--- src/verilog/ecw_pkg.sv ---
// Constants for the encoder capture, compare and watchdog block.
// Assumes a 100 MHz system clock and a plain word-addressed register port.
package ecw_pkg;

  // Register word offsets
  localparam logic [4:0] OFS_CTRL = 5'h00;
  localparam logic [4:0] OFS_PRESCALE = 5'h01;
  localparam logic [4:0] OFS_POSITION = 5'h02;
  localparam logic [4:0] OFS_STROBE_LAT = 5'h03;
  localparam logic [4:0] OFS_INDEX_LAT = 5'h04;
  localparam logic [4:0] OFS_POS_LAT = 5'h05;
  localparam logic [4:0] OFS_CAP_TIMER = 5'h06;
  localparam logic [4:0] OFS_CAP_PERIOD = 5'h07;
  localparam logic [4:0] OFS_CTMR_LAT = 5'h08;
  localparam logic [4:0] OFS_CPRD_LAT = 5'h09;
  localparam logic [4:0] OFS_UNIT_PERIOD = 5'h0A;
  localparam logic [4:0] OFS_COMPARE = 5'h0B;
  localparam logic [4:0] OFS_SYNC_WIDTH = 5'h0C;
  localparam logic [4:0] OFS_WDOG_PERIOD = 5'h0D;
  localparam logic [4:0] OFS_STATUS = 5'h0E;

  // Control register fields
  localparam int CTL_STB_LATCH_EN = 0;
  localparam int CTL_STB_DIR_MODE = 1;
  localparam int CTL_IDX_SEL_LSB = 2;
  localparam int CTL_IDX_LATCH_EN = 4;
  localparam int CTL_CAPTURE_EN = 5;
  localparam int CTL_LATCH_ON_TO = 6;
  localparam int CTL_UNIT_EN = 7;
  localparam int CTL_CMP_EN = 8;
  localparam int CTL_SYNC_ON_STB = 9;
  localparam int CTL_SHADOW_LSB = 10;
  localparam int CTL_SYNC_ACT_LOW = 12;
  localparam int CTL_WDOG_EN = 13;
  localparam int CTL_RST_ON_INDEX = 14;
  localparam int CTL_SW_INDEX = 15;

  // Prescale register fields
  localparam int PSC_CAP_LSB = 0;
  localparam int PSC_UPE_LSB = 4;

  // Status register fields, write one to clear
  localparam int STS_CAP_OVF = 0;
  localparam int STS_DIR_CHG = 1;
  localparam int STS_POS_ERR = 2;
  localparam int STS_WDOG_TO = 3;
  localparam int STS_UNIT_TO = 4;

  // Index trigger and shadow load selections
  localparam logic [1:0] IDX_RISE = 2'h0;
  localparam logic [1:0] IDX_FALL = 2'h1;
  localparam logic [1:0] IDX_SOFT = 2'h2;
  localparam logic [1:0] SHD_OFF = 2'h0;
  localparam logic [1:0] SHD_ON_ZERO = 2'h1;
  localparam logic [1:0] SHD_ON_MATCH = 2'h2;

  // Reset values
  localparam logic [15:0] CTRL_RST = 16'h0000;
  localparam logic [2:0] CAP_PSC_RST = 3'h7;
  localparam logic [3:0] UPE_PSC_RST = 4'h7;
  localparam logic [31:0] UNIT_PERIOD_RST = 32'h05F5E100;
  localparam logic [31:0] COMPARE_RST = 32'hFFFFFFFF;
  localparam logic [12:0] SYNC_WIDTH_RST = 13'h0001;
  localparam logic [15:0] WDOG_PERIOD_RST = 16'hFFFF;

  // Sync pulse is this many system clocks per programmed unit
  localparam int SYNC_CYCLES_PER_UNIT = 4;

endpackage

--- src/verilog/ecw_core.sv ---
// Encoder latch, edge capture, position compare and watchdog logic.
// Assumes position count, direction, index, strobe and quadrature clock
// arrive synchronous to i_clock from the counting logic and the pins.
// Notes on behaviour
// RQ1 - Strobe latching enabled copies position count on each qualifying strobe
// RQ2 - Strobe edge: always rising, or rising forward and falling reverse
// RQ3 - Index latch trigger: index rising, index falling, or software marker
// RQ4 - Capture timer ticks at system clock over power of two 1 to 128
// RQ5 - Unit position event is quadrature clock over power of two to 2048
// RQ6 - Capture times interval between unit events, keeps last in period
// RQ7 - Capture logic runs only while the capture enable is on
// RQ8 - Capture timer overflow before next unit event sets overflow flag
// RQ9 - Direction change between two unit events sets direction flag
// RQ10 - Read latch mode: position read latches capture timer and period
// RQ11 - Timeout latch mode: unit timeout latches position, timer and period
// RQ12 - Unit period is a full 32-bit value, timeout when timer reaches it
// RQ13 - Compare sync output raised when position equals active compare
// RQ14 - Sync output goes to index pin or strobe pin as configured
// RQ15 - Shadowed compare loads on count zero or on match, as selected
// RQ16 - Without shadowing a compare write lands in the active register
// RQ17 - Sync pulse lasts four system clocks times programmed 1 to 4096
// RQ18 - Sync output polarity is active high or active low
// RQ19 - Watchdog restarts from zero on every quadrature clock edge
// RQ20 - Watchdog times out at 16-bit period without a quadrature edge
// RQ21 - Position error flag is meaningful only in reset-on-index mode
// RQ22 - Reset-on-index: index latches count, error unless zero or maximum
// RQ23 - Unit timeout occurs when unit timer matches unit period
// RQ24 - Error and watchdog flags stay set until software clears them
// RQ25 - Match during an active sync pulse restarts the width count
//
// Design decisions made here: the plain strobed port and the placing of the registers.
`timescale 1ns/1ps

module ecw_core #(
  parameter int CAP_W = 16
) (
  // Clock, reset, enable
  input wire logic i_clock,
  input wire logic i_resetn,
  input wire logic i_clk_en,
  // Encoder side
  input wire logic [31:0] i_position_count,
  input wire logic [31:0] i_max_position,
  input wire logic i_dir_forward,
  input wire logic i_quad_clock,
  input wire logic i_index,
  input wire logic i_strobe,
  // Register port
  input wire logic [4:0] i_addr,
  input wire logic [31:0] i_wdata,
  input wire logic i_wr,
  input wire logic i_rd,
  output logic [31:0] o_rdata,
  // Sync output pins, enable low while driving
  output logic o_index_sync,
  output logic o_index_oe_n,
  output logic o_strobe_sync,
  output logic o_strobe_oe_n,
  // Events and flags
  output logic o_unit_timeout,
  output logic o_wdog_timeout,
  output logic o_pos_error,
  output logic o_capture_overflow_flag,
  output logic o_capture_dir_change_flag
);

  typedef struct packed {
    logic [15:0] ctrl;
    logic [2:0] cap_psc;
    logic [3:0] upe_psc;
    logic [31:0] unit_period;
    logic [31:0] cmp_active;
    logic [31:0] cmp_shadow;
    logic cmp_pending;
    logic [12:0] sync_width;
    logic [15:0] wdog_period;
    logic quad_prev;
    logic index_prev;
    logic strobe_prev;
    logic dir_prev;
    logic match_prev;
    logic [10:0] cap_div;
    logic [10:0] upe_div;
    logic [CAP_W-1:0] ctmr;
    logic [CAP_W-1:0] cprd;
    logic [CAP_W-1:0] ctmr_lat;
    logic [CAP_W-1:0] cprd_lat;
    logic [31:0] unit_timer;
    logic [31:0] strobe_lat;
    logic [31:0] index_lat;
    logic [31:0] pos_lat;
    logic [14:0] sync_cnt;
    logic [15:0] wdog_cnt;
    logic [4:0] flags;
    logic [31:0] rdata;
    logic index_sync;
    logic index_oe_n;
    logic strobe_sync;
    logic strobe_oe_n;
    logic unit_to;
  } ecw_state_t;

  localparam logic [CAP_W-1:0] CTMR_MAX = '1;

  ecw_state_t s_q;
  ecw_state_t s_d;

  // Low bits set for a power-of-two divide by 2**n
  function automatic logic [10:0] div_mask(input logic [3:0] n);
    logic [11:0] one_hot;
    one_hot = 12'h001 << n;
    return 11'(one_hot - 12'h001);
  endfunction

  logic w_ctrl;
  logic w_cmp;
  logic w_sts;
  logic qedge;
  logic upe;
  logic cap_tick;
  logic idx_rise;
  logic idx_fall;
  logic idx_evt;
  logic stb_rise;
  logic stb_fall;
  logic stb_evt;
  logic match_now;
  logic unit_to;
  logic sync_active;
  logic [1:0] idx_sel;
  logic [1:0] shd_mode;
  logic [12:0] width_eff;
  logic [4:0] flag_set;
  logic [4:0] flag_clr;

  always_comb begin
    s_d = s_q;
    w_ctrl = i_wr && (i_addr == ecw_pkg::OFS_CTRL);
    w_cmp = i_wr && (i_addr == ecw_pkg::OFS_COMPARE);
    w_sts = i_wr && (i_addr == ecw_pkg::OFS_STATUS);
    idx_sel = s_q.ctrl[ecw_pkg::CTL_IDX_SEL_LSB +: 2];
    shd_mode = s_q.ctrl[ecw_pkg::CTL_SHADOW_LSB +: 2];
    flag_set = 5'h00;
    flag_clr = w_sts ? i_wdata[4:0] : 5'h00;

    // Edge detection on encoder inputs
    qedge = i_quad_clock != s_q.quad_prev;
    idx_rise = i_index && !s_q.index_prev;
    idx_fall = !i_index && s_q.index_prev;
    stb_rise = i_strobe && !s_q.strobe_prev;
    stb_fall = !i_strobe && s_q.strobe_prev;
    s_d.quad_prev = i_quad_clock;
    s_d.index_prev = i_index;
    s_d.strobe_prev = i_strobe;

    // Unit position event from prescaled quadrature clock
    upe = qedge && ((s_q.upe_div & div_mask(s_q.upe_psc)) ==
                    div_mask(s_q.upe_psc)); // RQ5
    if (qedge) begin
      s_d.upe_div = 11'(s_q.upe_div + 11'h001);
    end
    // Capture timer tick from prescaled system clock
    cap_tick = (s_q.cap_div & div_mask({1'b0, s_q.cap_psc})) ==
               div_mask({1'b0, s_q.cap_psc}); // RQ4
    s_d.cap_div = 11'(s_q.cap_div + 11'h001);

    // Edge capture unit
    if (s_q.ctrl[ecw_pkg::CTL_CAPTURE_EN]) begin // RQ7
      if (upe) begin
        s_d.cprd = s_q.ctmr; // RQ6
        s_d.ctmr = '0;
        s_d.dir_prev = i_dir_forward;
        if (i_dir_forward != s_q.dir_prev) begin
          flag_set[ecw_pkg::STS_DIR_CHG] = 1'b1; // RQ9
        end
      end else if (cap_tick) begin
        if (s_q.ctmr == CTMR_MAX) begin
          flag_set[ecw_pkg::STS_CAP_OVF] = 1'b1; // RQ8
        end
        s_d.ctmr = CAP_W'(s_q.ctmr + 1'b1);
      end
    end

    // Unit timer
    unit_to = 1'b0;
    if (s_q.ctrl[ecw_pkg::CTL_UNIT_EN]) begin
      if (s_q.unit_timer == s_q.unit_period) begin // RQ12
        unit_to = 1'b1; // RQ23
        s_d.unit_timer = 32'h00000000;
        flag_set[ecw_pkg::STS_UNIT_TO] = 1'b1;
      end else begin
        s_d.unit_timer = 32'(s_q.unit_timer + 32'h00000001);
      end
    end
    s_d.unit_to = unit_to;

    // Latch on position read or on unit timeout
    if (s_q.ctrl[ecw_pkg::CTL_LATCH_ON_TO]) begin
      if (unit_to) begin
        s_d.pos_lat = i_position_count; // RQ11
        s_d.ctmr_lat = s_q.ctmr;
        s_d.cprd_lat = s_q.cprd;
      end
    end else if (i_rd && (i_addr == ecw_pkg::OFS_POSITION)) begin
      s_d.ctmr_lat = s_q.ctmr; // RQ10
      s_d.cprd_lat = s_q.cprd;
    end

    // Index event and latch
    case (idx_sel)
      ecw_pkg::IDX_RISE: idx_evt = idx_rise;
      ecw_pkg::IDX_FALL: idx_evt = idx_fall;
      ecw_pkg::IDX_SOFT: idx_evt = w_ctrl && i_wdata[ecw_pkg::CTL_SW_INDEX];
      default: idx_evt = idx_rise;
    endcase // RQ3
    if (idx_evt) begin
      if (s_q.ctrl[ecw_pkg::CTL_RST_ON_INDEX]) begin
        s_d.index_lat = i_position_count; // RQ22
        if (i_position_count != 32'h00000000 &&
            i_position_count != i_max_position) begin
          flag_set[ecw_pkg::STS_POS_ERR] = 1'b1; // RQ21
        end
      end else if (s_q.ctrl[ecw_pkg::CTL_IDX_LATCH_EN]) begin
        s_d.index_lat = i_position_count;
      end
    end

    // Strobe event and latch
    if (s_q.ctrl[ecw_pkg::CTL_STB_DIR_MODE]) begin
      stb_evt = i_dir_forward ? stb_rise : stb_fall; // RQ2
    end else begin
      stb_evt = stb_rise;
    end
    if (stb_evt && s_q.ctrl[ecw_pkg::CTL_STB_LATCH_EN]) begin
      s_d.strobe_lat = i_position_count; // RQ1
    end

    // Position compare with optional shadow load
    match_now = s_q.ctrl[ecw_pkg::CTL_CMP_EN] &&
                (i_position_count == s_q.cmp_active); // RQ13
    s_d.match_prev = match_now;
    if (s_q.cmp_pending &&
        ((shd_mode == ecw_pkg::SHD_ON_ZERO &&
          i_position_count == 32'h00000000) ||
         (shd_mode == ecw_pkg::SHD_ON_MATCH &&
          i_position_count == s_q.cmp_active))) begin
      s_d.cmp_active = s_q.cmp_shadow; // RQ15
      s_d.cmp_pending = 1'b0;
    end
    if (w_cmp) begin
      if (shd_mode == ecw_pkg::SHD_OFF) begin
        s_d.cmp_active = i_wdata; // RQ16
      end else begin
        s_d.cmp_shadow = i_wdata;
        s_d.cmp_pending = 1'b1;
      end
    end

    // Sync pulse stretcher, a new match reloads the width
    width_eff = (s_q.sync_width == 13'h0000) ? 13'h0001 : s_q.sync_width;
    if (match_now && !s_q.match_prev) begin
      s_d.sync_cnt = 15'(width_eff * ecw_pkg::SYNC_CYCLES_PER_UNIT); // RQ17 RQ25
    end else if (s_q.sync_cnt != 15'h0000) begin
      s_d.sync_cnt = 15'(s_q.sync_cnt - 15'h0001);
    end
    sync_active = s_d.sync_cnt != 15'h0000;
    s_d.index_oe_n = !(s_q.ctrl[ecw_pkg::CTL_CMP_EN] &&
                       !s_q.ctrl[ecw_pkg::CTL_SYNC_ON_STB]); // RQ14
    s_d.strobe_oe_n = !(s_q.ctrl[ecw_pkg::CTL_CMP_EN] &&
                        s_q.ctrl[ecw_pkg::CTL_SYNC_ON_STB]);
    s_d.index_sync = !s_d.index_oe_n &&
                     (sync_active ^ s_q.ctrl[ecw_pkg::CTL_SYNC_ACT_LOW]); // RQ18
    s_d.strobe_sync = !s_d.strobe_oe_n &&
                      (sync_active ^ s_q.ctrl[ecw_pkg::CTL_SYNC_ACT_LOW]);

    // Watchdog on the quadrature clock
    if (qedge) begin
      s_d.wdog_cnt = 16'h0000; // RQ19
    end else if (s_q.ctrl[ecw_pkg::CTL_WDOG_EN]) begin
      if (s_q.wdog_cnt == s_q.wdog_period) begin
        flag_set[ecw_pkg::STS_WDOG_TO] = 1'b1; // RQ20
        s_d.wdog_cnt = 16'h0000;
      end else begin
        s_d.wdog_cnt = 16'(s_q.wdog_cnt + 16'h0001);
      end
    end

    // Sticky flags, a new event beats a clear in the same cycle
    s_d.flags = (s_q.flags & ~flag_clr) | flag_set; // RQ24

    // Register writes
    if (w_ctrl) begin
      s_d.ctrl = {1'b0, i_wdata[14:0]};
    end
    if (i_wr && i_addr == ecw_pkg::OFS_PRESCALE) begin
      s_d.cap_psc = i_wdata[ecw_pkg::PSC_CAP_LSB +: 3];
      s_d.upe_psc = (i_wdata[ecw_pkg::PSC_UPE_LSB +: 4] > 4'hB) ? 4'hB :
                    i_wdata[ecw_pkg::PSC_UPE_LSB +: 4];
    end
    if (i_wr && i_addr == ecw_pkg::OFS_UNIT_PERIOD) begin
      s_d.unit_period = i_wdata;
    end
    if (i_wr && i_addr == ecw_pkg::OFS_SYNC_WIDTH) begin
      s_d.sync_width = (i_wdata[12:0] > 13'h1000) ? 13'h1000 : i_wdata[12:0];
    end
    if (i_wr && i_addr == ecw_pkg::OFS_WDOG_PERIOD) begin
      s_d.wdog_period = i_wdata[15:0];
    end

    // Register reads, data stands one cycle only
    s_d.rdata = 32'h00000000;
    if (i_rd) begin
      case (i_addr)
        ecw_pkg::OFS_CTRL: s_d.rdata = {16'h0000, s_q.ctrl};
        ecw_pkg::OFS_PRESCALE: s_d.rdata = {24'h000000, s_q.upe_psc,
                                            1'b0, s_q.cap_psc};
        ecw_pkg::OFS_POSITION: s_d.rdata = i_position_count;
        ecw_pkg::OFS_STROBE_LAT: s_d.rdata = s_q.strobe_lat;
        ecw_pkg::OFS_INDEX_LAT: s_d.rdata = s_q.index_lat;
        ecw_pkg::OFS_POS_LAT: s_d.rdata = s_q.pos_lat;
        ecw_pkg::OFS_CAP_TIMER: s_d.rdata = 32'(s_q.ctmr);
        ecw_pkg::OFS_CAP_PERIOD: s_d.rdata = 32'(s_q.cprd);
        ecw_pkg::OFS_CTMR_LAT: s_d.rdata = 32'(s_q.ctmr_lat);
        ecw_pkg::OFS_CPRD_LAT: s_d.rdata = 32'(s_q.cprd_lat);
        ecw_pkg::OFS_UNIT_PERIOD: s_d.rdata = s_q.unit_period;
        ecw_pkg::OFS_COMPARE: s_d.rdata = s_q.cmp_active;
        ecw_pkg::OFS_SYNC_WIDTH: s_d.rdata = {19'h00000, s_q.sync_width};
        ecw_pkg::OFS_WDOG_PERIOD: s_d.rdata = {16'h0000, s_q.wdog_period};
        ecw_pkg::OFS_STATUS: s_d.rdata = {27'h0000000, s_q.flags};
        default: s_d.rdata = 32'h00000000;
      endcase
    end
  end

  always_ff @(posedge i_clock) begin
    if (!i_resetn) begin
      s_q <= '0;
      s_q.ctrl <= ecw_pkg::CTRL_RST;
      s_q.cap_psc <= ecw_pkg::CAP_PSC_RST;
      s_q.upe_psc <= ecw_pkg::UPE_PSC_RST;
      s_q.unit_period <= ecw_pkg::UNIT_PERIOD_RST;
      s_q.cmp_active <= ecw_pkg::COMPARE_RST;
      s_q.cmp_shadow <= ecw_pkg::COMPARE_RST;
      s_q.sync_width <= ecw_pkg::SYNC_WIDTH_RST;
      s_q.wdog_period <= ecw_pkg::WDOG_PERIOD_RST;
      s_q.index_oe_n <= 1'b1;
      s_q.strobe_oe_n <= 1'b1;
    end else if (i_clk_en) begin
      s_q <= s_d;
    end
  end

  assign o_rdata = s_q.rdata;
  assign o_index_sync = s_q.index_sync;
  assign o_index_oe_n = s_q.index_oe_n;
  assign o_strobe_sync = s_q.strobe_sync;
  assign o_strobe_oe_n = s_q.strobe_oe_n;
  assign o_unit_timeout = s_q.unit_to;
  assign o_wdog_timeout = s_q.flags[ecw_pkg::STS_WDOG_TO];
  assign o_pos_error = s_q.flags[ecw_pkg::STS_POS_ERR];
  assign o_capture_overflow_flag = s_q.flags[ecw_pkg::STS_CAP_OVF];
  assign o_capture_dir_change_flag = s_q.flags[ecw_pkg::STS_DIR_CHG];
endmodule

--- config.mk ---
export PLATFORM = sky130hd
export DESIGN_NAME = ecw_core
export DESIGN_NICKNAME = d
export VERILOG_FILES = /design/src/verilog/ecw_pkg.sv /design/src/verilog/ecw_core.sv
export SDC_FILE = /design/constraint.sdc
export NUM_CORES = 1
export LEC_CHECK = 0
export ABC_CLOCK_PERIOD_IN_PS = 3850
export BUFFER_PORTS_ARGS = -buffer_cell sky130_fd_sc_hd__buf_2
export CAP_MARGIN = 10
export CELL_PAD_IN_SITES_DETAIL_PLACEMENT = 1
export CELL_PAD_IN_SITES_GLOBAL_PLACEMENT = 2
export CORE_UTILIZATION = 37
export DETAILED_ROUTE_END_ITERATION = 6
export GPL_TIMING_DRIVEN = 0
export MAX_ROUTING_LAYER = met4
export PLACE_DENSITY = 0.79
export SYNTH_ARGS = -nofsm -noshare
export SYNTH_HDL_FRONTEND = slang
export SYNTH_SLANG_ARGS = --single-unit
--- constraint.sdc ---
create_clock -name i_clock -period 3.85 [get_ports i_clock]
set_input_delay 0.77 -clock i_clock [delete_from_list [all_inputs] [get_ports i_clock]]
set_output_delay 0.77 -clock i_clock [all_outputs]
set_load 0.01 [all_outputs]
# Word level (Yosys, flattened, before mapping)
# Index checks and enable logic that the tools add are counted.
totals:
  regBits: 440
  in_bits: 110
  wordCells: 181
  output_inout_bits: 41
op_classes:
  n_mux: 41
  eq_ne: 28
  n_shift: 2
  n_reduce_logical: 60
  add_sub_neg: 8
  order_cmp: 2
  n_bitwise: 7
ops:
  columns: ["op", "n"]
  rows:
  - ["case mux 32 bit (15 select lines)", 1]
  - ["2-to-1 mux 32 bit", 9]
  - ["2-to-1 mux 16 bit", 5]
  - ["2-to-1 mux 65 bit", 1]
  - ["== test 32 bit", 2]
  - ["== test 5 x 4 -> 1 bit, second input constant", 7]
  - ["2-to-1 mux 33 bit", 1]
  - ["adder 16 x 1 -> 16 bit, second input constant", 2]
  - ["adder 32 x 1 -> 32 bit, second input constant", 1]
  - ["zero test 32 bit", 1]
  - ["inequality test 32 bit", 1]
  - ["nonzero test 32 bit", 1]
  - ["2-to-1 mux 15 bit", 2]
  - ["nonzero test 15 bit", 2]
  - ["2-to-1 mux 13 bit", 2]
  - ["logical AND 1 bit", 25]
  - ["adder 11 x 1 -> 11 bit, second input constant", 2]
  - ["AND 11 bit", 2]
  - ["== test 11 bit", 2]
  - ["subtractor 11 x 1 -> 11 bit, second input constant", 2]
  - ["== test 5 x 3 -> 1 bit, second input constant", 4]
  - ["AND reduction 2 bit", 9]
  - ["AND reduction 3 bit", 6]
  - ["== test 16 bit", 1]
  - ["28 further kinds", 57]

# Logic depth before layout (Yosys ltp)
# Gate-level depths: netlist of the first run.
logic_depth:
  depth_word: 8
  depth_mapped: 14
  mapped_depth_nobuf: 10

# Least setup slack after synthesis of the first run
# OpenSTA, ideal clock, no wires.
synth_timing:
  kind: "reg2reg"
  start: "register s_q[421] in the netlist's numbering"
  end: "register s_q[249] in the netlist's numbering"
  path_stages_with_launch: 14
  required_ns: 3.733
  period_less_slack_ns: 2.883
  path_buffers: 4
  slack_ns: 0.967
  setup_time_ns: 0.117
  arrival_time_ns: 2.766
  path_cell_list: "dfxtp_1 -> buf_2 -> nor4_4 -> inv_1 -> ha_1 -> buf_2 -> a21o_1 -> a22o_1 -> a2111oi_2 -> buf_2 -> nand2_1 -> nand2_1 -> buf_2 -> nor2_1"
synth_via:
  elab_chain_cells: 7
  word_cells_on_any_way: 8
  cone_classes: "1 x add/sub; 1 x eq/ne; 1 x shift; 1 x mux; 1 x bitwise; 3 x reduce/logical"
synth_lines:
  columns: ["item", "line", "text"]
  rows:
  - ["start, declared", "ecw_core.sv:105", "ecw_state_t s_q;"]
  - ["left shift 1 x 4 -> 11 bit *", "ecw_core.sv:111", "one_hot = 12'h001 << n;"]
  - ["subtractor 11 x 1 -> 11 bit *", "ecw_core.sv:112", "return 11'(one_hot - 12'h001);"]
  - ["AND 11 bit", "ecw_core.sv:157", "upe = qedge && ((s_q.upe_div & div_mask(s_q.upe_psc)) =="]
  - ["== test 11 bit *", "ecw_core.sv:157", null]
  - ["logical AND 1 bit *", "ecw_core.sv:157", null]
  - ["nonzero test 2 bit (no source line)", null, null]
  - ["AND reduction 3 bit (no source line)", null, null]
# Every way passes the cells marked *; elsewhere a longest branch is shown, timed or not.
# A chain may end at the register's enable or synchronous reset.

==> flow_metrics.tcl, run 1 <==
set metrics [dict create \
    detail_route.iter0.violations 1406 \
    largest_reg_flops 393 \
    top_layer_used "met4" \
    fin_crit_sh_pct 93.3 \
    port_buffers 108 \
    hold_violations 0 \
    yosys.area.top_type "dfxtp_1" \
    ys_seq_area_share_pct 42.0 \
    period_needed_ps 3590 \
    clockBufferDepth 3 \
    hold_path.class "in -> reg" \
    crit_type "in -> reg" \
    clock.fmax_ghz 0.278 \
    die_h_um 239 \
    vias 20100 \
    hpwl_mm 69.9 \
    utilization_pct 43.2 \
    tns_ps 0 \
    postSynth.asyncResetShare_pct 0 \
    pwr-share-clk_pct 43.4 \
    place_area_sq_mm 0.0222 \
    slew_violations 0 \
    intPower_mw 7.97 \
    cts_setup_buffers 0 \
    yosysMostFrequentCell "dfxtp_1" \
    place_congestion 0.977 \
    top_register "s_q" \
    layout-drive-gt1-share_pct 11.1 \
    powerDensity_mw_per_mm2 466 \
    power_frac_seq_pct 42.3 \
    drc 0 \
    synth_cell_types 77 \
    r2r_start "s_q[421]$_SDFFE_PN0P_" \
    route.met3.wl_mm 4.97 \
    die_area_sq_mm 0.0571 \
    synth.ff_latch_count 436 \
    start_kind "primary input" \
    whs_ps 427 \
    netSwitchingFraction_pct 28.4 \
    worstMarginPinSlew_ps 1250 \
    grt_first_pass_wirelength_mm 134 \
    synthToLayoutAreaGrowth_pct 15.0 \
    slowest_stage "clkbuf_1" \
    nets 2777 \
    cts.sinks 436 \
    max_slew_margin_pct 16.6 \
    met1_length_mm 39.3 \
    cts_hold_buf 0 \
    synthTopCellsByArea "dfxtp_1 (42%), mux2i_1 (6.6%), nand2_1 (6.0%)" \
    clkTransAtPathRegs_ps 60 \
    grt_usage_pct 32.7 \
    num-fill-cells 6690 \
    ioPinCount 151 \
    p_leak_nw 9.01 \
    antenna_found_initial 3 \
    syn_nets 2616 \
    synth_top_cells_by_count "dfxtp_1 (436), nand2_1 (332), nor2_1 (312)" \
    path_common_cell "clkbuf_1" \
    avgSynthCellArea_sq_um 8.32 \
    wl_per_cell_um 26.5 \
    coreArea_sq_mm 0.0553 \
    detail_route.vias_per_cell 5.83 \
    first_pass_iters 6 \
    combPwrFrac_pct 14.3 \
    grt_max_degree 13 \
    setup.worst_path.start "i_clk_en" \
    htree_levels 2 \
    grt_pass1_vias 20300 \
    syn_area_sq_mm 0.0208 \
    netlist.area_leader.share_pct 42.0 \
    cts-root-buf "clkbuf_16" \
    ir_drop_mv 0.333 \
    required_ps 4310 \
    gr-total-overflow 0 \
    path_max_fanout 10 \
    die_w_um 239 \
    switching_power_mw 3.16 \
    numCtsBuffers 51 \
    setup_viol 0 \
    wl_met2_mm 42.9 \
    initial_core_util_pct 37.6 \
    synthCells 2497 \
    maxCapViolations 0 \
    cts_tree "done" \
    status "complete, no violations" \
    hp-start "i_wdata[26]" \
    synth_top_flop_cell "dfxtp_1" \
    rsz0062_at_grt "no" \
    arrival_ps 4060 \
    insertion_delay_ps 610 \
    synth_edf_count 0 \
    ant_nets 0 \
    design_area_sq_mm 0.0239 \
    fin_skew_ps 18.4 \
    critPathCaptureType "flop" \
    path_cells "clkbuf_1 -> clkbuf_1 -> clkbuf_1 -> clkbuf_1 -> o21ai_0 -> a22oi_1 -> nor2_1" \
    num_rows 86 \
    yosys_warnings 0 \
    critical-path-max-stage-delay_ps 790 \
    wirelength_mm 91.4 \
]
==> stage by stage <==
step	worst slack, ps	cells	total power, mW
finish	258	3445	11.1
global route	95.7	3445	11.5
CTS	199	3444	11.2
detailed placement	-416	3353	6.36
global placement	-373	3353	6.32
floorplan	967	2497	5.83
==> worst paths after layout <==
path	end	slack [ps]	depth (start not counted)
setup / recovery	s_q[65]$_SDFFE_PN0P_	260	7
hold / removal	s_q[348]$_SDFFE_PN1P_	430	3
setup reg to reg	s_q[260]$_SDFFE_PN0P_	400	13
hold reg to reg	o_rdata[10]$_SDFFE_PN0P_	460	2
==> kinds of logic after synthesis <==
| logic type | after synthesis | share of synthesized area [%] |
|---|---|---|
| AND/OR/NAND/NOR | 998 | 21.9 |
| AO/OA/AOI/OAI | 488 | 15.6 |
| flip-flops | 436 | 42.0 |
| buffers and inverters | 254 | 5.85 |
| XOR/XNOR | 172 | 7.25 |
| multiplexers | 140 | 6.79 |
| adder cells (fa/ha/maj) | 9 | 0.542 |
==> cells in the final DEF (no fill, tap or decap), types with 53 or more instances in the layout <==
cell and n:
dfxtp_1 436, nand2_1 332, nor2_1 312, a21oi_1 162, clkbuf_1 155, buf_2 149, mux2i_1 136, nand3_1 134
a22oi_1 121, xor2_1 103, xnor2_1 69, clkbuf_16 53
==> final cells by class <==
class	instances	area, sq um	area share [%]
sequential	436	8730	36.5
clock inverter	8	67.6	0.283
inverter	21	78.8	0.330
timing repair buffer	108	541	2.26
clock buffer	83	1570	6.57
buffer	233	1140	4.76
antenna	1	2.50	0.0105
tap	748	936	3.92
multi-input combinational	1807	10800	45.3
==> timing repair <==
item                                    4_1_cts  5_1_grt
hold endpoints to repair                      0        0
endpoints found under the setup margin        0       10
gates resized for setup                       0        1
==> per-layer routing <==
metal	vias to the layer above	track usage [%]
met5	-	-
met3	195	4.12
met1	10200	41.4
li1	9111	-
met2	604	52.2
met4	0	14.0
==> worst max-delay path, delay by kind of cell <==
family	cells	cell delay [ps]
buffers and inverters	4	2720
and+or+nand+nor	1	60
AOI/OAI and AO/OA	2	490
==> power groups by stage <==
stage,Sequential [mW],Combinational [mW],Clock [mW]
after floorplan,4.76,1.07,0
after global placement,4.80,1.53,0
after detailed placement,4.80,1.56,0
after CTS,4.70,1.57,4.91
after global routing,4.71,1.72,5.09
final,4.71,1.59,4.84
No activity file was read; power rests on OpenSTA's default activity.
==> inputs of run 2 (changes only) <==
--- a/config.mk
+++ b/config.mk
@@ -15,6 +15,7 @@
 export GPL_TIMING_DRIVEN = 0
 export MAX_ROUTING_LAYER = met4
 export PLACE_DENSITY = 0.79
+export RECOVER_POWER = 25
 export SYNTH_ARGS = -nofsm -noshare
 export SYNTH_HDL_FRONTEND = slang
 export SYNTH_SLANG_ARGS = --single-unit
==> run 2 against run 1 <==
Against the previous run:
- combinational power is essentially flat
- maximum frequency down 0.43%
- final area is 0.24% lower
- core utilization is 0.10 points lower
- via count about the same
- clock power is essentially flat
- sequential share of layout area is 0.088 points higher
==> flow_metrics.tcl, run 2 (synthesis results as in run 1) <==
set metrics [dict create \
    status "complete, no violations" \
    period_needed_ps 3610 \
    powerDensity_mw_per_mm2 468 \
    nets 2777 \
    ir_drop_mv 0.332 \
    coreArea_sq_mm 0.0553 \
    p_leak_nw 8.83 \
    die_w_um 239 \
    port_buffers 108 \
    holdPathEnd "s_q[348]$_SDFFE_PN1P_" \
    crit_type "in -> reg" \
    num-fill-cells 6709 \
    grt_usage_pct 32.7 \
    insertion_delay_ps 600 \
    max_slew_margin_pct 16.5 \
    dp_slack_ps -416 \
    layout_commonest_cell "dfxtp_1" \
    largest_reg_flops 393 \
    hpwl_mm 69.9 \
    hp-start "i_wdata[26]" \
    antenna_found_initial 3 \
    synthToLayoutAreaGrowth_pct 14.8 \
    cts_tree "done" \
    whs_ps 426 \
    reg2reg_to "s_q[260]$_SDFFE_PN0P_" \
    required_ps 4310 \
    intPower_mw 7.97 \
    top_register "s_q" \
    fin_skew_ps 19.2 \
    fin_ws_ps 243 \
    initial_core_util_pct 37.6 \
    hold_violations 0 \
    first_pass_iters 6 \
    place_congestion 0.977 \
    path_max_fanout 10 \
    ant_nets 0 \
    num_rows 86 \
    maxCapViolations 0 \
    power_frac_seq_pct 42.2 \
    die_area_sq_mm 0.0571 \
    place_area_sq_mm 0.0222 \
    drc 0 \
    hold_depth 3 \
    switching_power_mw 3.17 \
    grt_pass1_vias 20300 \
    detail_route.iter0.violations 1411 \
    power.total_mw 11.1 \
    layoutNonFillerInstCount 3445 \
    clock.fmax_ghz 0.277 \
    vias 20100 \
    gr-total-overflow 0 \
    critPathCaptureType "flop" \
    htree_levels 2 \
    cts_setup_buffers 0 \
    grt_max_degree 13 \
    ioPinCount 151 \
    arrival_ps 4070 \
    layout-drive-gt1-share_pct 9.38 \
    wirelength_mm 91.4 \
    combPwrFrac_pct 14.3 \
    rrSetupSlack_ps 390 \
    detail_route.vias_per_cell 5.83 \
    rsz0062_at_grt "no" \
    cts.sinks 436 \
    start_kind "primary input" \
    post-place-cells 3353 \
    hold_path.class "in -> reg" \
    grt_first_pass_wirelength_mm 134 \
    layout_common_cells "dfxtp_1 (436), nand2_1 (332), nor2_1 (312)" \
    pwr-share-clk_pct 43.4 \
    design_area_sq_mm 0.0238 \
    cts-root-buf "clkbuf_16" \
    wl_per_cell_um 26.5 \
    numCtsBuffers 51 \
    r2r_cells 13 \
    tns_ps 0 \
    die_h_um 239 \
    worstMarginPinSlew_ps 1250 \
    clockBufferDepth 3 \
    clkTransAtPathRegs_ps 60 \
    slew_violations 0 \
    setup_viol 0 \
    utilization_pct 43.1 \
    netSwitchingFraction_pct 28.4 \
    fin_crit_sh_pct 93.7 \
    r2r_start "s_q[421]$_SDFFE_PN0P_" \
]
[run 2: cell types whose count changed in the layout (fill, tap and decap cells not counted), sizes merged]
| cell | previous run | this run |
|---|---|---|
| buf | 202 | 152 |
| clkbuf | 222 | 272 |
[run 2: repair_timing]
action,in CTS,in global routing
endpoints found under the setup margin,0,10
hold buffers,0,0
resized for setup,0,1
[run 2: critical path, cell delays in order]
cell and delay [ps]:
clkbuf_1 630, clkbuf_1 740, clkbuf_1 560, clkbuf_1 800, o21ai_0 270, a22oi_1 230, nor2_1 60
[run 2: routing by layer]
metal / GRT usage (%) / wire length [um]
met1: 41.4 / 39300
met3: 4.12 / 5070
met5: - / 0
met4: 14.0 / 3990
met2: 52.2 / 43000
[run 2: worst max-delay path by stage]
stage / cells after the start / end / from / slack, ps
3_3_place_gp: 7 / s_q[58]$_SDFFE_PN0P_ / i_clk_en / -370
6_report: 7 / s_q[65]$_SDFFE_PN0P_ / i_clk_en / 240
2_1_floorplan: 13 / s_q[249]$_SDFFE_PN0P_ / s_q[421]$_SDFFE_PN0P_ / 970
5_1_grt: 13 / s_q[256]$_SDFFE_PN0P_ / s_q[421]$_SDFFE_PN0P_ / 100
4_1_cts: 7 / s_q[65]$_SDFFE_PN0P_ / i_clk_en / 200
3_5_place_dp: 7 / s_q[65]$_SDFFE_PN0P_ / i_clk_en / -420
[run 2: layout make-up]
type	count	area, sq um	share of cell area [%]
Sequential cell	436	8730	36.6
Multi-Input combinational cell	1807	10800	45.4
Clock buffer	83	1570	6.58
Buffer	233	1130	4.75
Antenna cell	1	2.50	0.0105
Tap cell	748	936	3.93
Timing Repair Buffer	108	489	2.05
Inverter	21	78.8	0.331
Clock inverter	8	67.6	0.283
[run 2: power groups by stage]
stage / clock network [mW] / logic [mW] / registers [mW]
3_3_place_gp: 0 / 1.53 / 4.80
3_5_place_dp: 0 / 1.56 / 4.80
2_1_floorplan: 0 / 1.07 / 4.76
5_1_grt: 5.09 / 1.72 / 4.71
4_1_cts: 4.91 / 1.57 / 4.70
6_report: 4.84 / 1.59 / 4.71
==> inputs of run 3 (changes only) <==
--- a/config.mk
+++ b/config.mk
@@ -16,6 +16,7 @@
 export MAX_ROUTING_LAYER = met4
 export PLACE_DENSITY = 0.79
 export RECOVER_POWER = 25
+export SETUP_SLACK_MARGIN = 0.4
 export SYNTH_ARGS = -nofsm -noshare
 export SYNTH_HDL_FRONTEND = slang
 export SYNTH_SLANG_ARGS = --single-unit
==> run 3 against run 2 <==
Against the previous run:
- non-clock buffer count unchanged
- critical path depth is 3 higher
- largest cell class unchanged
- register-to-register slack improved by 230 ps
- maximum frequency grew 3.7%
- count of clock-buffer cells in the layout stayed put
- combinational power barely moved
- sequential power is essentially flat
- clock skew up 0.60 ps
- the run now ends with DRC left
- die area is the same
- total power is essentially flat
- via count up 0.42%
- first-iteration DRC count is 5.9% higher
==> flow_metrics.tcl, run 3 (synthesis results as in run 1) <==
set metrics [dict create \
    crit_type "in -> reg" \
    crit_end "o_rdata[3]$_SDFFE_PN0P_" \
    start_kind "primary input" \
    setup.worst_path.start "i_addr[2]" \
    r2r_cells 14 \
    gr-total-overflow 0 \
    layout-drive-gt1-share_pct 9.53 \
    hold_path.class "in -> reg" \
    powerDensity_mw_per_mm2 467 \
    slew_violations 0 \
    max_slew_margin_pct 17.5 \
    grt_max_degree 13 \
    initial_core_util_pct 37.6 \
    ioPinCount 151 \
    p_leak_nw 8.85 \
    layout_commonest_cell "dfxtp_1" \
    nets 2777 \
    cts_tree "done" \
    required_ps 4370 \
    rrSetupSlack_ps 620 \
    dp_slack_ps -416 \
    post-place-cells 3353 \
    place_congestion 0.977 \
    hold_violations 0 \
    detail_route.iter0.violations 1494 \
    maxCapViolations 0 \
    num_rows 86 \
    wl_per_cell_um 26.6 \
    die_w_um 239 \
    vias 20200 \
    ant_nets 0 \
    grt_pass1_vias 20300 \
    period_needed_ps 3480 \
    insertion_delay_ps 610 \
    cts-root-buf "clkbuf_16" \
    drc 9 \
    die_area_sq_mm 0.0571 \
    violations "DRC" \
    rsz0062_at_grt "no" \
    coreArea_sq_mm 0.0553 \
    arrival_ps 4000 \
    critical_path.top_delay_family "buffers and inverters" \
    utilization_pct 43.2 \
    crit_buf_inv 4 \
    cp.depth 10 \
    antenna_found_initial 3 \
    ir_drop_mv 0.334 \
    path_common_cell "clkbuf_1" \
    largest_reg_flops 393 \
    fin_ws_ps 371 \
    worstMarginPinSlew_ps 1240 \
    power.total_mw 11.1 \
    detail_route.vias_per_cell 5.85 \
    wirelength_mm 91.5 \
    htree_levels 2 \
    clockBufferDepth 3 \
    grt_first_pass_wirelength_mm 134 \
    first_pass_iters 7 \
    critical-path-max-stage-delay_ps 660 \
    cts_setup_buffers 0 \
    die_h_um 239 \
    r2r_start "s_q[421]$_SDFFE_PN0P_" \
    critPathCaptureType "flop" \
    hp-start "i_wdata[26]" \
    layoutNonFillerInstCount 3445 \
    path_cells "clkbuf_1 -> or3b_1 -> clkbuf_1 -> nor2_1 -> clkbuf_1 -> buf_2 -> a22oi_1 -> nand3_1 -> o21bai_1 -> a21oi_1" \
    cts_hold_buf 0 \
    port_buffers 108 \
    synthToLayoutAreaGrowth_pct 14.9 \
    setup_viol 0 \
    clock.fmax_ghz 0.287 \
    grt_usage_pct 32.7 \
    status "finished with violations" \
    slowest_stage "clkbuf_1" \
    numCtsBuffers 51 \
    top_register "s_q" \
    cts.sinks 436 \
    reg2reg_to "s_q[260]$_SDFFE_PN0P_" \
    clkTransAtPathRegs_ps 60 \
    hpwl_mm 69.9 \
    fin_skew_ps 19.8 \
    path_max_fanout 10 \
    fin_crit_sh_pct 90.4 \
    layout_common_cells "dfxtp_1 (436), nand2_1 (331), nor2_1 (312)" \
]
[run 3: cell count changes in the layout (fill, tap and decap cells not counted)]
cell / before / now
a2111oi_2: 1 / 0
clkbuf_1: 204 / 201
buf_4: 34 / 35
buf_6: 9 / 10
a21boi_4: 0 / 1
a21boi_2: 1 / 0
buf_2: 103 / 102
nand2_1: 332 / 331
nand2_2: 0 / 1
clkbuf_2: 1 / 3
a2111oi_4: 0 / 1
[run 3: area by class of cell]
| type | instances | area, sq um |
|---|---|---|
| Antenna cell | 1 | 2.50 |
| Buffer | 233 | 1140 |
| Clock buffer | 83 | 1570 |
| Clock inverter | 8 | 67.6 |
| Fill cell | 6710 | 31400 |
| Inverter | 21 | 78.8 |
| Multi-Input combinational cell | 1807 | 10900 |
| Sequential cell | 436 | 8730 |
| Tap cell | 748 | 936 |
| Timing Repair Buffer | 108 | 489 |
[run 3: repair_timing]
action	in CTS	in global routing
endpoints found under the setup margin	25	34
resized for setup	2	16
gates cloned	0	0
pin swaps	0	1
[run 3: metal layers]
layer  routed length (um)  global-route usage [%]
met5                    0                       -
met4                 4080                    14.0
met3                 5230                    4.12
met2                43000                    52.2
met1                39200                    41.4
[run 3: worst min-delay path by stage]
stage / to / depth (start not counted) / slack [ps]
after floorplan: s_q[41]$_SDFFE_PN0P_ / 2 / 440
after global placement: s_q[351]$_SDFFE_PN1P_ / 2 / 450
after detailed placement: s_q[347]$_SDFFE_PN1P_ / 2 / 460
after CTS: s_q[351]$_SDFFE_PN1P_ / 3 / 400
after global routing: s_q[349]$_SDFFE_PN1P_ / 3 / 430
final: s_q[348]$_SDFFE_PN1P_ / 3 / 420
[run 3: power breakdown]
part           leakage (nW)  switching (mW)  internal, mW
Combinational          4.53            1.04         0.553
Clock                 0.804            2.02          2.83
Sequential             3.52           0.113          4.59
[run 3: per-stage QoR]
| stage | TNS [ps] | instance area, sq um | hold WS, ps |
|---|---|---|---|
| 2_1_floorplan | 0 | 20800 | 437 |
| 3_3_place_gp | -4810 | 22200 | 452 |
| 4_1_cts | 0 | 23900 | 397 |
| 6_report | 0 | 23900 | 418 |
| 3_5_place_dp | -5930 | 22200 | 461 |
| 5_1_grt | 0 | 23900 | 434 |
[run 3: worst min-delay path, stage by stage]
cell     delay, ps
buf_2          110
nand2_1         50
nand3_1         60
